## src/hdl/mfr_cfg.svh

```systemverilog
`ifndef MFR_CFG_SVH
`define MFR_CFG_SVH
// Overview of operation
// - Quad output read: command and address single line, 8 dummy, data on four lines.
// - Host ends a read by raising chip select during the data phase.
// - Quad I/O read: single-line command, four-line address, 6 dummy, four-line data.
// - Quad I/O read also runs with the command sent on four lines.
// - Host keeps driving the data lines during the indicator clocks.
// - Single-line DDR read: address and data two bits per clock, 6 dummy.
// - DDR phases move bits on both clock edges, rising edge first.
// - Dual I/O DDR read: address and data four bits per clock, 6 dummy.
// - Host sets quad enable before issuing the quad I/O DDR read.
// - Quad I/O DDR read moves address and data eight bits per clock, four per edge.
// - Toggling indicator keeps enhance mode and skips the next command phase.

// Register offsets (byte addresses)
`define MFR_A_CTRL      8'h00
`define MFR_A_CMD       8'h04
`define MFR_A_ADDR      8'h08
`define MFR_A_LEN       8'h0C
`define MFR_A_GO        8'h10
`define MFR_A_STAT      8'h14
`define MFR_A_RXD       8'h18

// Field positions
`define MFR_F_CTRL      9:0
`define MFR_F_OPC       7:0
`define MFR_F_IND       15:8
`define MFR_F_LEN       15:0
`define MFR_GO_START    0
`define MFR_GO_ABORT    1

// Reset values
`define MFR_CTRL_RST    10'h000
`define MFR_BYTE_RST    8'h00

// Bit counts and dummy defaults
`define MFR_BYTE_BITS   8'h08
`define MFR_ADDR3_BITS  8'h18
`define MFR_ADDR4_BITS  8'h20
`define MFR_DUMMY_QOR   4'h8
`define MFR_DUMMY_DEF   4'h6
`define MFR_IND_SDR     4'h2
`define MFR_IND_DDR     4'h1
`endif

```

## src/hdl/mfr_pkg.sv

```systemverilog
package mfr_pkg;

  // Read command kinds selected by software
  typedef enum logic [2:0] {
    MD_QOR,
    MD_QIO,
    MD_SDDR,
    MD_DDDR,
    MD_QDDR
  } mfr_mode_t;

  // Frame sequencer states
  typedef enum logic [2:0] {
    ST_IDLE,
    ST_LEAD,
    ST_CMD,
    ST_ADDR,
    ST_IND,
    ST_DUMMY,
    ST_DATA,
    ST_TAIL
  } mfr_state_t;

  // Control register layout, low bits first at the bottom
  typedef struct packed {
    logic [3:0] dummy;
    logic       qe;
    logic       four_wire_command_mode;
    logic       wide;
    mfr_mode_t  mode;
  } mfr_ctrl_t;

  // Data line drive bundle
  typedef struct packed {
    logic [3:0] dout;
    logic [3:0] oe;
  } mfr_sio_t;

endpackage

```

## src/hdl/mfr_host.sv

```systemverilog
`include "mfr_cfg.svh"

module mfr_host
  import mfr_pkg::*;
#(
  parameter int HALF = 4
) (
  // Clock and reset
  input  wire logic        clock,
  input  wire logic        rst_b,
  // APB slave
  input  wire logic        psel,
  input  wire logic        penable,
  input  wire logic        pwrite,
  input  wire logic [7:0]  paddr,
  input  wire logic [31:0] pwdata,
  output logic      [31:0] prdata,
  output logic             pready,
  output logic             pslverr,
  // Flash pins
  output logic             sclk,
  output logic             cs_b,
  output mfr_sio_t         sio_drv,
  input  wire logic [3:0]  sio_in
);

  localparam int HW = (HALF > 1) ? $clog2(HALF) : 1;
  localparam logic [HW-1:0] HLAST = HW'(HALF - 1);

  mfr_ctrl_t   ctrl_reg;
  logic [7:0]  opc_reg;
  logic [7:0]  ind_reg;
  logic [31:0] addr_reg;
  logic [15:0] len_reg;
  logic [7:0]  rx_reg;
  logic        rx_full_reg;
  logic        err_reg;
  logic        enh_reg;
  mfr_state_t  state_reg;
  mfr_state_t  state_next;
  logic [HW-1:0] hcnt_reg;
  logic        half_reg;
  logic [7:0]  beats_reg;
  logic [7:0]  beats_next;
  logic [15:0] bytes_reg;
  logic [15:0] bytes_next;
  logic [31:0] sh_reg;
  logic [31:0] sh_next;
  logic [7:0]  rxsh_reg;
  logic [1:0]  lw_reg;
  logic [1:0]  lw_next;
  logic        ddr_reg;
  logic        ddr_next;
  logic        bstart_reg;
  logic        load;
  logic [3:0]  sio_s;

  // Pins from the flash pass two flops first
  mfr_sync #(.W(4)) u_sync (
    .clock (clock),
    .rst_b (rst_b),
    .d     (sio_in),
    .q     (sio_s)
  );

  // APB decode: one wait state, effects at the edge with pready high
  wire acc      = psel & penable & pready;
  wire ask      = psel & penable & ~pready;
  wire wr       = acc & pwrite;
  wire rd       = acc & ~pwrite;
  wire hit_ctrl = paddr == `MFR_A_CTRL;
  wire hit_cmd  = paddr == `MFR_A_CMD;
  wire hit_addr = paddr == `MFR_A_ADDR;
  wire hit_len  = paddr == `MFR_A_LEN;
  wire hit_go   = paddr == `MFR_A_GO;
  wire hit_stat = paddr == `MFR_A_STAT;
  wire hit_rxd  = paddr == `MFR_A_RXD;
  wire mapped   = hit_ctrl | hit_cmd | hit_addr | hit_len | hit_go | hit_stat | hit_rxd;
  wire busy     = state_reg != ST_IDLE;

  wire [31:0] rdata_w =
    hit_ctrl ? {22'h0, ctrl_reg} :
    hit_cmd  ? {16'h0, ind_reg, opc_reg} :
    hit_addr ? addr_reg :
    hit_len  ? {16'h0, len_reg} :
    hit_stat ? {28'h0, err_reg, enh_reg, rx_full_reg, busy} :
    hit_rxd  ? {24'h0, rx_reg} : 32'h0;

  // Per-command shape of the frame
  wire is_qio   = ctrl_reg.mode == MD_QIO;
  wire is_qddr  = ctrl_reg.mode == MD_QDDR;
  wire mode_ok  = ctrl_reg.mode inside {MD_QOR, MD_QIO, MD_SDDR, MD_DDDR, MD_QDDR};
  wire quad_io  = is_qio | is_qddr;
  wire qe_miss  = is_qddr & ~ctrl_reg.qe;
  wire xddr     = ctrl_reg.mode inside {MD_SDDR, MD_DDDR, MD_QDDR};
  wire [1:0] cmd_lw  = (quad_io & ctrl_reg.four_wire_command_mode) ? 2'h2 : 2'h0;
  wire [1:0] addr_lw = (ctrl_reg.mode == MD_QOR || ctrl_reg.mode == MD_SDDR) ? 2'h0 :
                       (ctrl_reg.mode == MD_DDDR) ? 2'h1 : 2'h2;
  wire [1:0] data_lw = (ctrl_reg.mode == MD_SDDR) ? 2'h0 :
                       (ctrl_reg.mode == MD_DDDR) ? 2'h1 : 2'h2;
  wire [7:0] abits   = ctrl_reg.wide ? `MFR_ADDR4_BITS : `MFR_ADDR3_BITS;
  wire [3:0] dum_def = (ctrl_reg.mode == MD_QOR) ? `MFR_DUMMY_QOR : `MFR_DUMMY_DEF;
  wire [3:0] dum_clk = (ctrl_reg.dummy == 4'h0) ? dum_def : ctrl_reg.dummy;
  wire [3:0] ind_clk = !quad_io ? 4'h0 : is_qddr ? `MFR_IND_DDR : `MFR_IND_SDR;
  wire [3:0] rem_clk = (dum_clk > ind_clk) ? dum_clk - ind_clk : 4'h0;
  wire [7:0] rem_bt  = xddr ? {3'h0, rem_clk, 1'b0} : {4'h0, rem_clk};
  wire mfr_state_t after_ind = (rem_clk != 4'h0) ? ST_DUMMY : ST_DATA;

  // Start, abort and enhance skip
  wire start     = wr & hit_go & pwdata[`MFR_GO_START] & ~busy;
  wire go_ok     = start & mode_ok & ~qe_miss;
  wire abort     = wr & hit_go & pwdata[`MFR_GO_ABORT];
  wire skip_cmd  = enh_reg & quad_io;
  wire ind_tog   = ind_reg[7:4] == ~ind_reg[3:0];

  // Half-period timing of the serial clock
  wire half_end  = hcnt_reg == HLAST;
  wire active    = state_reg inside {ST_CMD, ST_ADDR, ST_IND, ST_DUMMY, ST_DATA};
  wire stall     = (state_reg == ST_DATA) & bstart_reg & rx_full_reg;
  wire beat_end  = active & half_end & ~stall & (ddr_reg | half_reg);
  wire phase_end = beat_end & (beats_reg == 8'h01);
  wire byte_done = (state_reg == ST_DATA) & phase_end;
  wire [2:0] lines = 3'(1 << lw_reg);

  // Received bits; single line data arrives on the second line
  wire [7:0] rxsh_w = (lw_reg == 2'h2) ? {rxsh_reg[3:0], sio_s[3:0]} :
                      (lw_reg == 2'h1) ? {rxsh_reg[5:0], sio_s[1:0]} :
                                         {rxsh_reg[6:0], sio_s[1]};

  // Frame sequencer
  always_comb begin
    state_next = state_reg;
    load       = 1'b0;
    unique case (state_reg)
      ST_IDLE:  if (go_ok) state_next = ST_LEAD;
      ST_LEAD: begin
        if (half_end) begin
          load       = 1'b1;
          state_next = skip_cmd ? ST_ADDR : ST_CMD;
        end
      end
      ST_CMD: begin
        if (phase_end) begin
          load       = 1'b1;
          state_next = ST_ADDR;
        end
      end
      ST_ADDR: begin
        if (phase_end) begin
          load       = 1'b1;
          state_next = quad_io ? ST_IND : after_ind;
        end
      end
      ST_IND: begin
        if (phase_end) begin
          load       = 1'b1;
          state_next = after_ind;
        end
      end
      ST_DUMMY: begin
        if (phase_end) begin
          load       = 1'b1;
          state_next = ST_DATA;
        end
      end
      ST_DATA: begin
        if (phase_end) begin
          load       = 1'b1;
          state_next = (bytes_reg == 16'h0001) ? ST_TAIL : ST_DATA;
        end
      end
      ST_TAIL:  if (half_end) state_next = ST_IDLE;
    endcase
    // Empty read length closes the frame after the dummy cycles
    if (load && state_next == ST_DATA && state_reg != ST_DATA && len_reg == 16'h0000) begin
      state_next = ST_TAIL;
    end
    // Abort raises chip select at once, even mid-byte
    if (abort && busy && state_reg != ST_TAIL) begin
      state_next = ST_TAIL;
      load       = 1'b0;
    end
  end

  // Phase loading: counts, lane width, DDR and the out shifter
  always_comb begin
    beats_next = beats_reg;
    lw_next    = lw_reg;
    ddr_next   = ddr_reg;
    sh_next    = sh_reg;
    bytes_next = bytes_reg;
    if (beat_end) begin
      beats_next = beats_reg - 8'h01;
      sh_next    = sh_reg << lines;
    end
    if (load) begin
      unique case (state_next)
        ST_CMD: begin
          lw_next    = cmd_lw;
          ddr_next   = 1'b0;
          beats_next = `MFR_BYTE_BITS >> cmd_lw;
          sh_next    = {opc_reg, 24'h0};
        end
        ST_ADDR: begin
          lw_next    = addr_lw;
          ddr_next   = xddr;
          beats_next = abits >> addr_lw;
          sh_next    = ctrl_reg.wide ? addr_reg : {addr_reg[23:0], 8'h0};
        end
        ST_IND: begin
          lw_next    = addr_lw;
          ddr_next   = xddr;
          beats_next = `MFR_BYTE_BITS >> addr_lw;
          sh_next    = {ind_reg, 24'h0};
        end
        ST_DUMMY: begin
          lw_next    = data_lw;
          ddr_next   = xddr;
          beats_next = rem_bt;
          sh_next    = 32'h0;
        end
        ST_DATA: begin
          lw_next    = data_lw;
          ddr_next   = xddr;
          beats_next = `MFR_BYTE_BITS >> data_lw;
          bytes_next = (state_reg == ST_DATA) ? bytes_reg - 16'h0001 : len_reg;
        end
        default: begin
          beats_next = 8'h00;
        end
      endcase
    end
  end

  // Pin drive: lines are driven only for command, address and indicator
  wire drive  = state_reg inside {ST_CMD, ST_ADDR, ST_IND};
  wire [3:0] oe_w = !drive ? 4'h0 : (lw_reg == 2'h2) ? 4'hF :
                    (lw_reg == 2'h1) ? 4'h3 : 4'h1;
  wire [3:0] do_w = (lw_reg == 2'h2) ? sh_reg[31:28] :
                    (lw_reg == 2'h1) ? {2'h0, sh_reg[31:30]} : {3'h0, sh_reg[31]};

  // APB answer registers
  always_ff @(posedge clock or negedge rst_b) begin
    if (!rst_b) begin
      pready  <= 1'b0;
      pslverr <= 1'b0;
      prdata  <= 32'h0;
    end else begin
      pready  <= ask;
      pslverr <= ask & ~mapped;
      prdata  <= (ask & ~pwrite) ? rdata_w : 32'h0;
    end
  end

  // Software registers; settings are used as they stand at frame start
  always_ff @(posedge clock or negedge rst_b) begin
    if (!rst_b) begin
      ctrl_reg <= mfr_ctrl_t'(`MFR_CTRL_RST);
      opc_reg  <= `MFR_BYTE_RST;
      ind_reg  <= `MFR_BYTE_RST;
      addr_reg <= 32'h0;
      len_reg  <= 16'h0;
    end else if (wr && !busy) begin
      if (hit_ctrl) ctrl_reg <= mfr_ctrl_t'(pwdata[`MFR_F_CTRL]);
      if (hit_cmd) opc_reg <= pwdata[`MFR_F_OPC];
      if (hit_cmd) ind_reg <= pwdata[`MFR_F_IND];
      if (hit_addr) addr_reg <= pwdata;
      if (hit_len) len_reg <= pwdata[`MFR_F_LEN];
    end
  end

  // Status flags; a byte landing wins over a read that clears
  always_ff @(posedge clock or negedge rst_b) begin
    if (!rst_b) begin
      rx_full_reg <= 1'b0;
      rx_reg      <= `MFR_BYTE_RST;
      err_reg     <= 1'b0;
      enh_reg     <= 1'b0;
    end else begin
      if (byte_done) rx_reg <= rxsh_w;
      rx_full_reg <= byte_done | (rx_full_reg & ~(rd & hit_rxd));
      if (start) err_reg <= ~go_ok;
      if (state_reg == ST_IND && phase_end) enh_reg <= ind_tog;
    end
  end

  // Sequencer and half-period counters
  always_ff @(posedge clock or negedge rst_b) begin
    if (!rst_b) begin
      state_reg  <= ST_IDLE;
      hcnt_reg   <= '0;
      half_reg   <= 1'b0;
      bstart_reg <= 1'b0;
    end else begin
      state_reg <= state_next;
      if (state_next != state_reg && !load) begin
        hcnt_reg <= '0;
        half_reg <= 1'b0;
      end else if (!stall) begin
        hcnt_reg <= half_end ? '0 : hcnt_reg + 1'b1;
        if (half_end && active) half_reg <= ~half_reg;
      end
      if (load && state_next == ST_DATA) bstart_reg <= 1'b1;
      else if (!stall) bstart_reg <= 1'b0;
    end
  end

  // Shift paths
  always_ff @(posedge clock or negedge rst_b) begin
    if (!rst_b) begin
      beats_reg <= 8'h00;
      bytes_reg <= 16'h0;
      sh_reg    <= 32'h0;
      lw_reg    <= 2'h0;
      ddr_reg   <= 1'b0;
      rxsh_reg  <= `MFR_BYTE_RST;
    end else begin
      beats_reg <= beats_next;
      bytes_reg <= bytes_next;
      sh_reg    <= sh_next;
      lw_reg    <= lw_next;
      ddr_reg   <= ddr_next;
      if (beat_end && state_reg == ST_DATA) rxsh_reg <= rxsh_w;
    end
  end

  // Pins, one clock behind the sequencer so they all move together
  always_ff @(posedge clock or negedge rst_b) begin
    if (!rst_b) begin
      sclk    <= 1'b0;
      cs_b    <= 1'b1;
      sio_drv <= '0;
    end else begin
      sclk    <= active & half_reg;
      cs_b    <= (state_reg == ST_IDLE) | (state_reg == ST_TAIL);
      sio_drv <= '{dout: do_w, oe: oe_w};
    end
  end

endmodule

```

## src/hdl/mfr_sync.sv

```systemverilog
module mfr_sync #(
  parameter int W = 4
) (
  // Clock and reset
  input  wire logic         clock,
  input  wire logic         rst_b,
  // Asynchronous in, synchronised out
  input  wire logic [W-1:0] d,
  output logic      [W-1:0] q
);

  logic [W-1:0] meta_reg;

  // Two stages; the first feeds only the second
  always_ff @(posedge clock or negedge rst_b) begin
    if (!rst_b) begin
      meta_reg <= '0;
      q        <= '0;
    end else begin
      meta_reg <= d;
      q        <= meta_reg;
    end
  end

endmodule

```

## config.mk

```make
export PLATFORM = sky130hd
export DESIGN_NAME = mfr_host
export DESIGN_NICKNAME = d
export VERILOG_FILES = /design/src/hdl/mfr_pkg.sv /design/src/hdl/mfr_host.sv /design/src/hdl/mfr_sync.sv
export VERILOG_INCLUDE_DIRS = /design/src /design/src/hdl
export SDC_FILE = /design/constraint.sdc
export NUM_CORES = 1
export LEC_CHECK = 0
export BUFFER_PORTS_ARGS = -buffer_cell sky130_fd_sc_hd__buf_4
export CAP_MARGIN = 25
export CORE_ASPECT_RATIO = 1.1
export CORE_MARGIN = 2
export CORE_UTILIZATION = 45
export DETAILED_ROUTE_END_ITERATION = 6
export PLACE_DENSITY = 0.65
export SLEW_MARGIN = 20
export SYNTH_ARGS = -nofsm -noshare
export SYNTH_HDL_FRONTEND = slang
export SYNTH_SLANG_ARGS = --single-unit
```

## constraint.sdc

```tcl
create_clock -name clock -period 7.38 [get_ports clock]
set_input_delay 0.738 -clock clock [delete_from_list [all_inputs] [get_ports clock]]
set_output_delay 0.738 -clock clock [all_outputs]
set_load 0.03 [all_outputs]
```

==> results of run 1 <==
==> power groups by stage <==
stage | logic [mW] | clock network, mW | registers [mW]
after global routing | 0.437 | 1.27 | 1.35
final | 0.395 | 1.20 | 1.34
after detailed placement | 0.393 | 0 | 1.36
after floorplan | 0.271 | 0 | 1.33
after global placement | 0.387 | 0 | 1.36
after CTS | 0.396 | 1.22 | 1.34
==> per-layer routing <==
metal / GRT usage (%) / wire, um / up-vias
met5: 0 / 0 / -
met4: 6.06 / 649 / 0
met3: 3.88 / 2320 / 43
met2: 38.5 / 15000 / 369
met1: 34.8 / 14300 / 4607
li1: - / - / 4271
==> area by class of cell <==
class / count / area, um^2 / area share, %
sequential: 209 / 5230 / 39.5
clock inverter: 5 / 90.1 / 0.681
inverter: 21 / 78.8 / 0.596
timing repair buffer: 107 / 817 / 6.17
tap: 315 / 394 / 2.98
multi-input combinational: 807 / 5920 / 44.7
clock buffer: 36 / 704 / 5.32
==> path summary, 6_finish.rpt <==
path	slack, ns	endpoint	from
hold reg to reg	0.35	u_sync.q[1]$_DFF_PN0_	u_sync.meta_reg[1]$_DFF_PN0_
setup / recovery	2.71	sh_reg[24]$_DFF_PN0_	ctrl_reg[2]$_DFFE_PN0P_
min in group clock	0.33	u_sync.meta_reg[0]$_DFF_PN0_	sio_in[0]
setup reg to reg	2.71	sh_reg[24]$_DFF_PN0_	ctrl_reg[2]$_DFFE_PN0P_
hold / removal	0.26	u_sync.q[1]$_DFF_PN0_	rst_b
max in group asynchronous	5.63	len_reg[0]$_DFFE_PN0P_	rst_b
==> kinds of logic (layout without fill, tap and decap cells) <==
kind of cell / count (synthesis) / count (layout) / synth area share, %
adder cells (fa/ha/maj): 13 / 13 / 1.49
AND/OR/NAND/NOR: 320 / 320 / 13.6
flip-flops: 209 / 209 / 45.8
XOR/XNOR: 10 / 10 / 0.767
buffers and inverters: 90 / 169 / 3.19
multiplexers: 182 / 182 / 18.9
AO/OA/AOI/OAI: 282 / 282 / 16.3
==> cell usage after synthesis (6+ instances only) <==
| cell type | count | area (um^2) |
|---|---|---|
| a211oi_1 | 14 | 105 |
| a21oi_1 | 88 | 440 |
| a221oi_1 | 17 | 149 |
| a22o_1 | 7 | 61.3 |
| a22oi_1 | 9 | 67.6 |
| a31oi_1 | 13 | 81.3 |
| and2_1 | 22 | 138 |
| buf_1 | 6 | 22.5 |
| buf_2 | 9 | 45.0 |
| clkbuf_1 | 51 | 191 |
| dfrtp_1 | 208 | 5200 |
| ha_1 | 12 | 150 |
| inv_1 | 20 | 75.1 |
| mux2_2 | 86 | 968 |
| mux2i_1 | 78 | 781 |
| mux4_2 | 18 | 405 |
| nand2_1 | 83 | 312 |
| nand3_1 | 21 | 105 |
| nand4_1 | 8 | 50.1 |
| nor2_1 | 95 | 357 |
| nor2b_1 | 6 | 37.5 |
| nor3_1 | 31 | 155 |
| nor4_1 | 13 | 81.3 |
| o21ai_0 | 50 | 250 |
| o22ai_1 | 21 | 131 |
| o2bb2ai_1 | 8 | 70.1 |
| o31ai_1 | 8 | 60.1 |
| or3_1 | 8 | 50.1 |
| xnor2_1 | 6 | 52.6 |
==> stage by stage <==
stage / cell area (um^2) / setup slack, ns / std cells / util [%]
2_1_floorplan: 11400 / 3.67 / 1106 / -
3_3_place_gp: 12400 / 3.06 / 1458 / 49.4
3_5_place_dp: 12400 / 2.82 / 1459 / 49.4
4_1_cts: 13200 / 2.82 / 1500 / 52.6
5_1_grt: 13200 / 2.47 / 1500 / 52.7
6_report: 13200 / 2.71 / 1500 / 52.7
==> metrics.txt, run 1 <==
outcome=finished, final reports clean; Vias/cell=6.19; total number of vias=9290; Tightest Hold Check Type=in -> async; GRT Resource Usage Total=24.2%; First DRT Iteration DRCs=834; DRC Markers=0; final WL=32.3 mm; Design Power=2.94 mW; asr flop ratio synth=100%; die width=156 um; Inserted Clock Buffers=23; max_slew headroom=32.9%; delay of the slowest critical-path stage=0.61 ns; CTS clk-pin slew, worst paths=0.06 ns; slew at the pin closest to its max-slew limit=1.00 ns; initial core utilization=45.5%; Sequential Power Share=45.8%; DRT antenna net count=0; vias in the first global route=8860; Psw=0.768 mW; CP endpoint kind=flip-flop; I/O pin cnt=93; CP most frequent cell=a21oi_1; final net count=1231; row cnt=61; Seq/Total Area, Yosys=45.8%; proportion of layout cells with a drive suffix above 1=23.1%; crit-path max FO=10; Final Hold Fails=0; Main synth FF type=dfrtp_1; First-pass DRT Iterations=5; # fillers=2229; most frequent cells in the layout=dfrtp_1, buf_4, nor2_1, a21oi_1, mux2_2; # hold bufs at CTS=0; crit start category=flip-flop; Arrival @ worst endpoint=5.13 ns; Area Growth Syn to Fin=15.8%; clock latency on the worst-skew pair=0.53 ns; post-cts repair resize count=0; critical path required time=7.84 ns; Setup Buffers After CTS=0; htree depth=1; root buf cell=clkbuf_16; mean post-synth cell area=10.3 um^2; HPWL reported at the end of detailed placement=23.1 mm; synthesis warning total=0; core box area=0.0251 mm^2; mapped cell area=0.0114 mm^2; RSZ-0062 raised after global routing=no; cells along the critical path=nor3_1 > o41ai_1 > fa_1 > a21bo_2 > nor4b_1 > a21oi_1 > o311ai_2 > nand3_1 > nor2_1 > a221oi_1 > a21oi_1; IO buf count=92; Final Setup Violations=0; fmax=214 MHz; Clock power frac=40.8%; Logic pwr share=13.5%; final weighted congestion in routability-driven placement=0.925; max_cap viols=0; Mapped Cells=1106; GRT Residual Overflow=0; synth unique cells=81; Bufs and invs on worst path=0; Yosys reg bits=209; Max Buffers Root-to-Sink=3; Die ar.=0.0267 mm^2; first-pass GRT wire length=50.3 mm; initial antenna violation count=0; Slew Limit Fails=0; # diodes=0; type of the worst setup path=reg -> reg; drt wl/cell=21.5 um; Setup Skew=0.0151 ns; critical path depth=11; clk sinks=209; Slowest-stage cell, CP=o311ai_2; TNS Setup=0 ns; syn_nets=1168; TritonCTS clock tree=yes; Die Y-Extent=171 um; Cell Pwr Density=222 mW/mm^2; Internal=2.17 mW; commonest non-fill, non-tap cell in the layout=dfrtp_1; pin count of the biggest net entering global routing=97; P_leak=5.88 nW; Hold WS=0.260 ns; VDD IR-drop max=0.000186 V; Post-synth EDFFs=0; r2r worst-path depth=11; CP delay by family, top=simple AND/OR/NAND/NOR gates; fin crit share=63.3%; Final Critical Period=4.67 ns; Net Sw Frac=26.2%
Power figures use the tool's default switching activity.
==> inputs of run 2 (changes only) <==
--- a/config.mk
+++ b/config.mk
@@ -6,6 +6,7 @@
 export SDC_FILE = /design/constraint.sdc
 export NUM_CORES = 1
 export LEC_CHECK = 0
+export ABC_AREA = 1
 export BUFFER_PORTS_ARGS = -buffer_cell sky130_fd_sc_hd__buf_4
 export CAP_MARGIN = 25
 export CORE_ASPECT_RATIO = 1.1
==> constraint.sdc (replaced) <==
create_clock -name clock -period 4.3 [get_ports clock]
set_input_delay 0.43 -clock clock [delete_from_list [all_inputs] [get_ports clock]]
set_output_delay 0.43 -clock clock [all_outputs]
set_load 0.03 [all_outputs]
==> metrics.txt, run 2 <==
Inserted Clock Buffers=24 (+4.3%); area of the multi-input gates=0.00539 mm^2 (-9.0%); Final Setup Violations=0 (unchanged); Slew Limit Fails=0 (unchanged); max_slew headroom=38.3% (+5.4 points); delay of the slowest critical-path stage=0.47 ns (-0.14 ns); DP Worst Slack=0.594 ns (-2.22 ns); post-cts repair resize count=0 (unchanged); root buf cell=clkbuf_16; first-pass GRT wire length=54.4 mm (+8.0%); First-pass DRT Iterations=6 (+1); Area after DPL=0.0124 mm^2 (+0.16%); Tightest Hold Check Type=in -> reg; Yosys top cell by area=dfrtp_1; row cnt=61 (unchanged); Design Power=6.10 mW (+110%); # fillers=2465 (+11%); most frequent cells in the layout=nand2_1, dfrtp_1, o21ai_0, inv_1, nor2_1; Clock power frac=33.3% (-7.5 points); GRT Residual Overflow=0 (unchanged); HPWL reported at the end of detailed placement=25.2 mm (+8.9%); initial core utilization=45.6% (+0.12 points); Logic pwr share=28.2% (+15 points); Post-synth EDFFs=0 (unchanged); Inst Count DP=1812 (+24%); critical path required time=4.70 ns (-3.14 ns); met1 Use GR=35.4% (+0.61 points); top cell type's share of synthesized area=45.3% (-0.26 points); most common cell in the synthesized netlist=nand2_1; cells along the critical path=nor2_2 > inv_1 > nor2_1 > ha_1 > inv_1 > fa_1 > a21oi_1 > a21oi_1 > nor2_1 > nand2_1 > nand2_1 > nand2_1 > nand3_2 > nand2_2 > nand2_2 > nand3_4 > nand3_2 > nand2_4 > inv_4 > nand3_1 > o21ai_1 > inv_1; mapped cell area=0.0115 mm^2 (+0.57%); CP endpoint kind=flip-flop; synth unique cells=58 (-28%); Main synth FF type=dfrtp_1; final instance area=0.0133 mm^2 (+0.24%); TritonCTS clock tree=yes; initial antenna violation count=0 (unchanged); drt wl/cell=18.5 um (-14%); asr flop ratio synth=100% (unchanged); Net Sw Frac=35.2% (+9.0 points); Vias/cell=5.58 (-9.9%); proportion of layout cells with a drive suffix above 1=13.9% (-9.3 points); mean post-synth cell area=7.91 um^2 (-23%); main combinational cell family by area after synthesis=simple AND/OR/NAND/NOR gates; I/O pin cnt=93 (unchanged); multiplexer share of the synthesized area=3.14% (-16 points); Final Critical Period=3.76 ns (-0.916 ns); Seq/Total Area, Yosys=45.5% (-0.26 points); final net count=1587 (+29%); total number of vias=10400 (+12%); Arrival @ worst endpoint=4.16 ns (-0.97 ns); First DRT Iteration DRCs=969 (+16%); VDD IR-drop max=0.000345 V (+85%); grt met2 use=43.2% (+4.7 points); Post-Synth XOR/XNOR Area=0.991% (+0.22 points); clk sinks=209 (unchanged); Internal=3.96 mW (+83%); CTS clk-pin slew, worst paths=0.06 ns (about the same); Reg area=0.00523 mm^2 (unchanged); top cells by area, synth=dfrtp_1, nand2_1, o21ai_0; Simple-Gate Fraction of Synth Area=23.6% (+10 points); vias in the first global route=9870 (+11%); fmax=266 MHz (+24%); max_cap viols=0 (unchanged); die width=156 um (+0.28%); M3 GR Usage=3.30% (-0.57 points); pin count of the biggest net entering global routing=114 (+18%); crit-path max FO=35 (+25); Max Buffers Root-to-Sink=3 (unchanged); post-synthesis compound-gate area fraction=17.6% (+1.3 points); DRC Markers=0 (unchanged); Psw=2.15 mW (+180%); Hold WS=0.0231 ns (-0.236 ns); syn_nets=1515 (+30%); synthesis warning total=0 (unchanged); htree depth=1 (unchanged); CP delay by family, top=simple AND/OR/NAND/NOR gates; core box area=0.0252 mm^2 (+0.30%); Slowest-stage cell, CP=fa_1; IO buf count=92 (unchanged); reg2reg setup slack=0.54 ns (-2.16 ns); type of the worst setup path=reg -> reg; synth cell count leaders=nand2_1, dfrtp_1, o21ai_0; worst setup margin=0.545 ns (-2.16 ns); final WL=34.5 mm (+6.7%); Bufs and invs on worst path=4 (+4); final weighted congestion in routability-driven placement=0.939 (+1.5%); commonest non-fill, non-tap cell in the layout=nand2_1; outcome=finished, final reports clean; Setup Skew=0.0266 ns (+0.0116 ns); RSZ-0062 raised after global routing=no; Sequential Power Share=38.4% (-7.4 points); TNS Setup=0 ns (unchanged); GRT Resource Usage Total=26.1% (+1.9 points); Core Util, Final=52.7% (about the same); Cell Pwr Density=460 mW/mm^2 (+110%); Synth Area in Adders=1.48% (-0.0084 points); P_leak=6.32 nW (+7.5%); slew at the pin closest to its max-slew limit=0.923 ns (-0.0798 ns); crit start category=flip-flop; Mapped Cells=1453 (+31%); Yosys reg bits=209 (unchanged); # diodes=0 (unchanged); DRT antenna net count=0 (unchanged); fin crit share=87.3% (+24 points); grt peak-use layer=met2; Area Growth Syn to Fin=15.5%; Die Y-Extent=172 um (+0.28%); Cell Count, Final, Fillers Out=1858 (+24%); Final Hold Fails=0 (unchanged); Die ar.=0.0268 mm^2 (+0.56%); clock latency on the worst-skew pair=0.53 ns (about the same)
-- run 2: cell types whose count changed after synthesis, sizes merged, moves of 33 or more --
cell | previous run | this run
nand2 | 83 | 374
o21ai | 50 | 197
inv | 20 | 153
mux2 | 86 | 8
nand3 | 22 | 75
mux2i | 78 | 27
a21oi | 88 | 55
-- run 2: what timing repair did --
action                                 4_1_cts  5_1_grt
setup buffers                                0        0
hold buffers                                 0        1
endpoints found under the hold margin        0       55
-- run 2: worst paths after layout --
check,start,end,cells after the start
setup / recovery,ctrl_reg[1]$_DFFE_PN0P_,sh_reg[29]$_DFF_PN0_,22
hold / removal,sio_in[1],u_sync.meta_reg[1]$_DFF_PN0_,1
setup reg to reg,ctrl_reg[1]$_DFFE_PN0P_,sh_reg[29]$_DFF_PN0_,22
hold reg to reg,u_sync.meta_reg[3]$_DFF_PN0_,u_sync.q[3]$_DFF_PN0_,0
max in group asynchronous,rst_b,sh_reg[1]$_DFF_PN0_,4
min in group asynchronous,rst_b,sio_drv[7]$_DFF_PN0_,2
-- run 2: area by class of cell --
type | count | share of cell area (%)
multi-input cells | 1022 | 40.6
flip-flops and latches | 209 | 39.4
repair buffers | 110 | 6.54
clock buffers | 33 | 5.01
inverters | 158 | 4.49
well taps | 315 | 2.97
clock inverters | 11 | 0.953
-- run 2: cells by family (layout without fill, tap and decap cells) --
kind of cell | count (synthesis) | in the layout
AOI/OAI and AO/OA | 344 | 344
xor gates and xnor gates | 13 | 13
adders and majority gates | 13 | 13
buffers and inverters | 222 | 312
DFF | 209 | 209
muxes | 35 | 35
and+or+nand+nor | 617 | 617
-- run 2: power by group through the flow --
stage | Sequential, mW | Clock, mW | Combinational [mW]
5_1_grt | 2.36 | 2.16 | 1.94
3_5_place_dp | 2.38 | 0 | 1.69
2_1_floorplan | 2.35 | 0 | 1.21
6_report | 2.35 | 2.03 | 1.72
3_3_place_gp | 2.37 | 0 | 1.68
4_1_cts | 2.34 | 2.07 | 1.71
-- run 2: per-layer routing --
metal	wire, um	share of wire (%)
met1	14800	43
met5	0	0
met2	16400	48
met3	1890	5.5
met4	1350	3.9
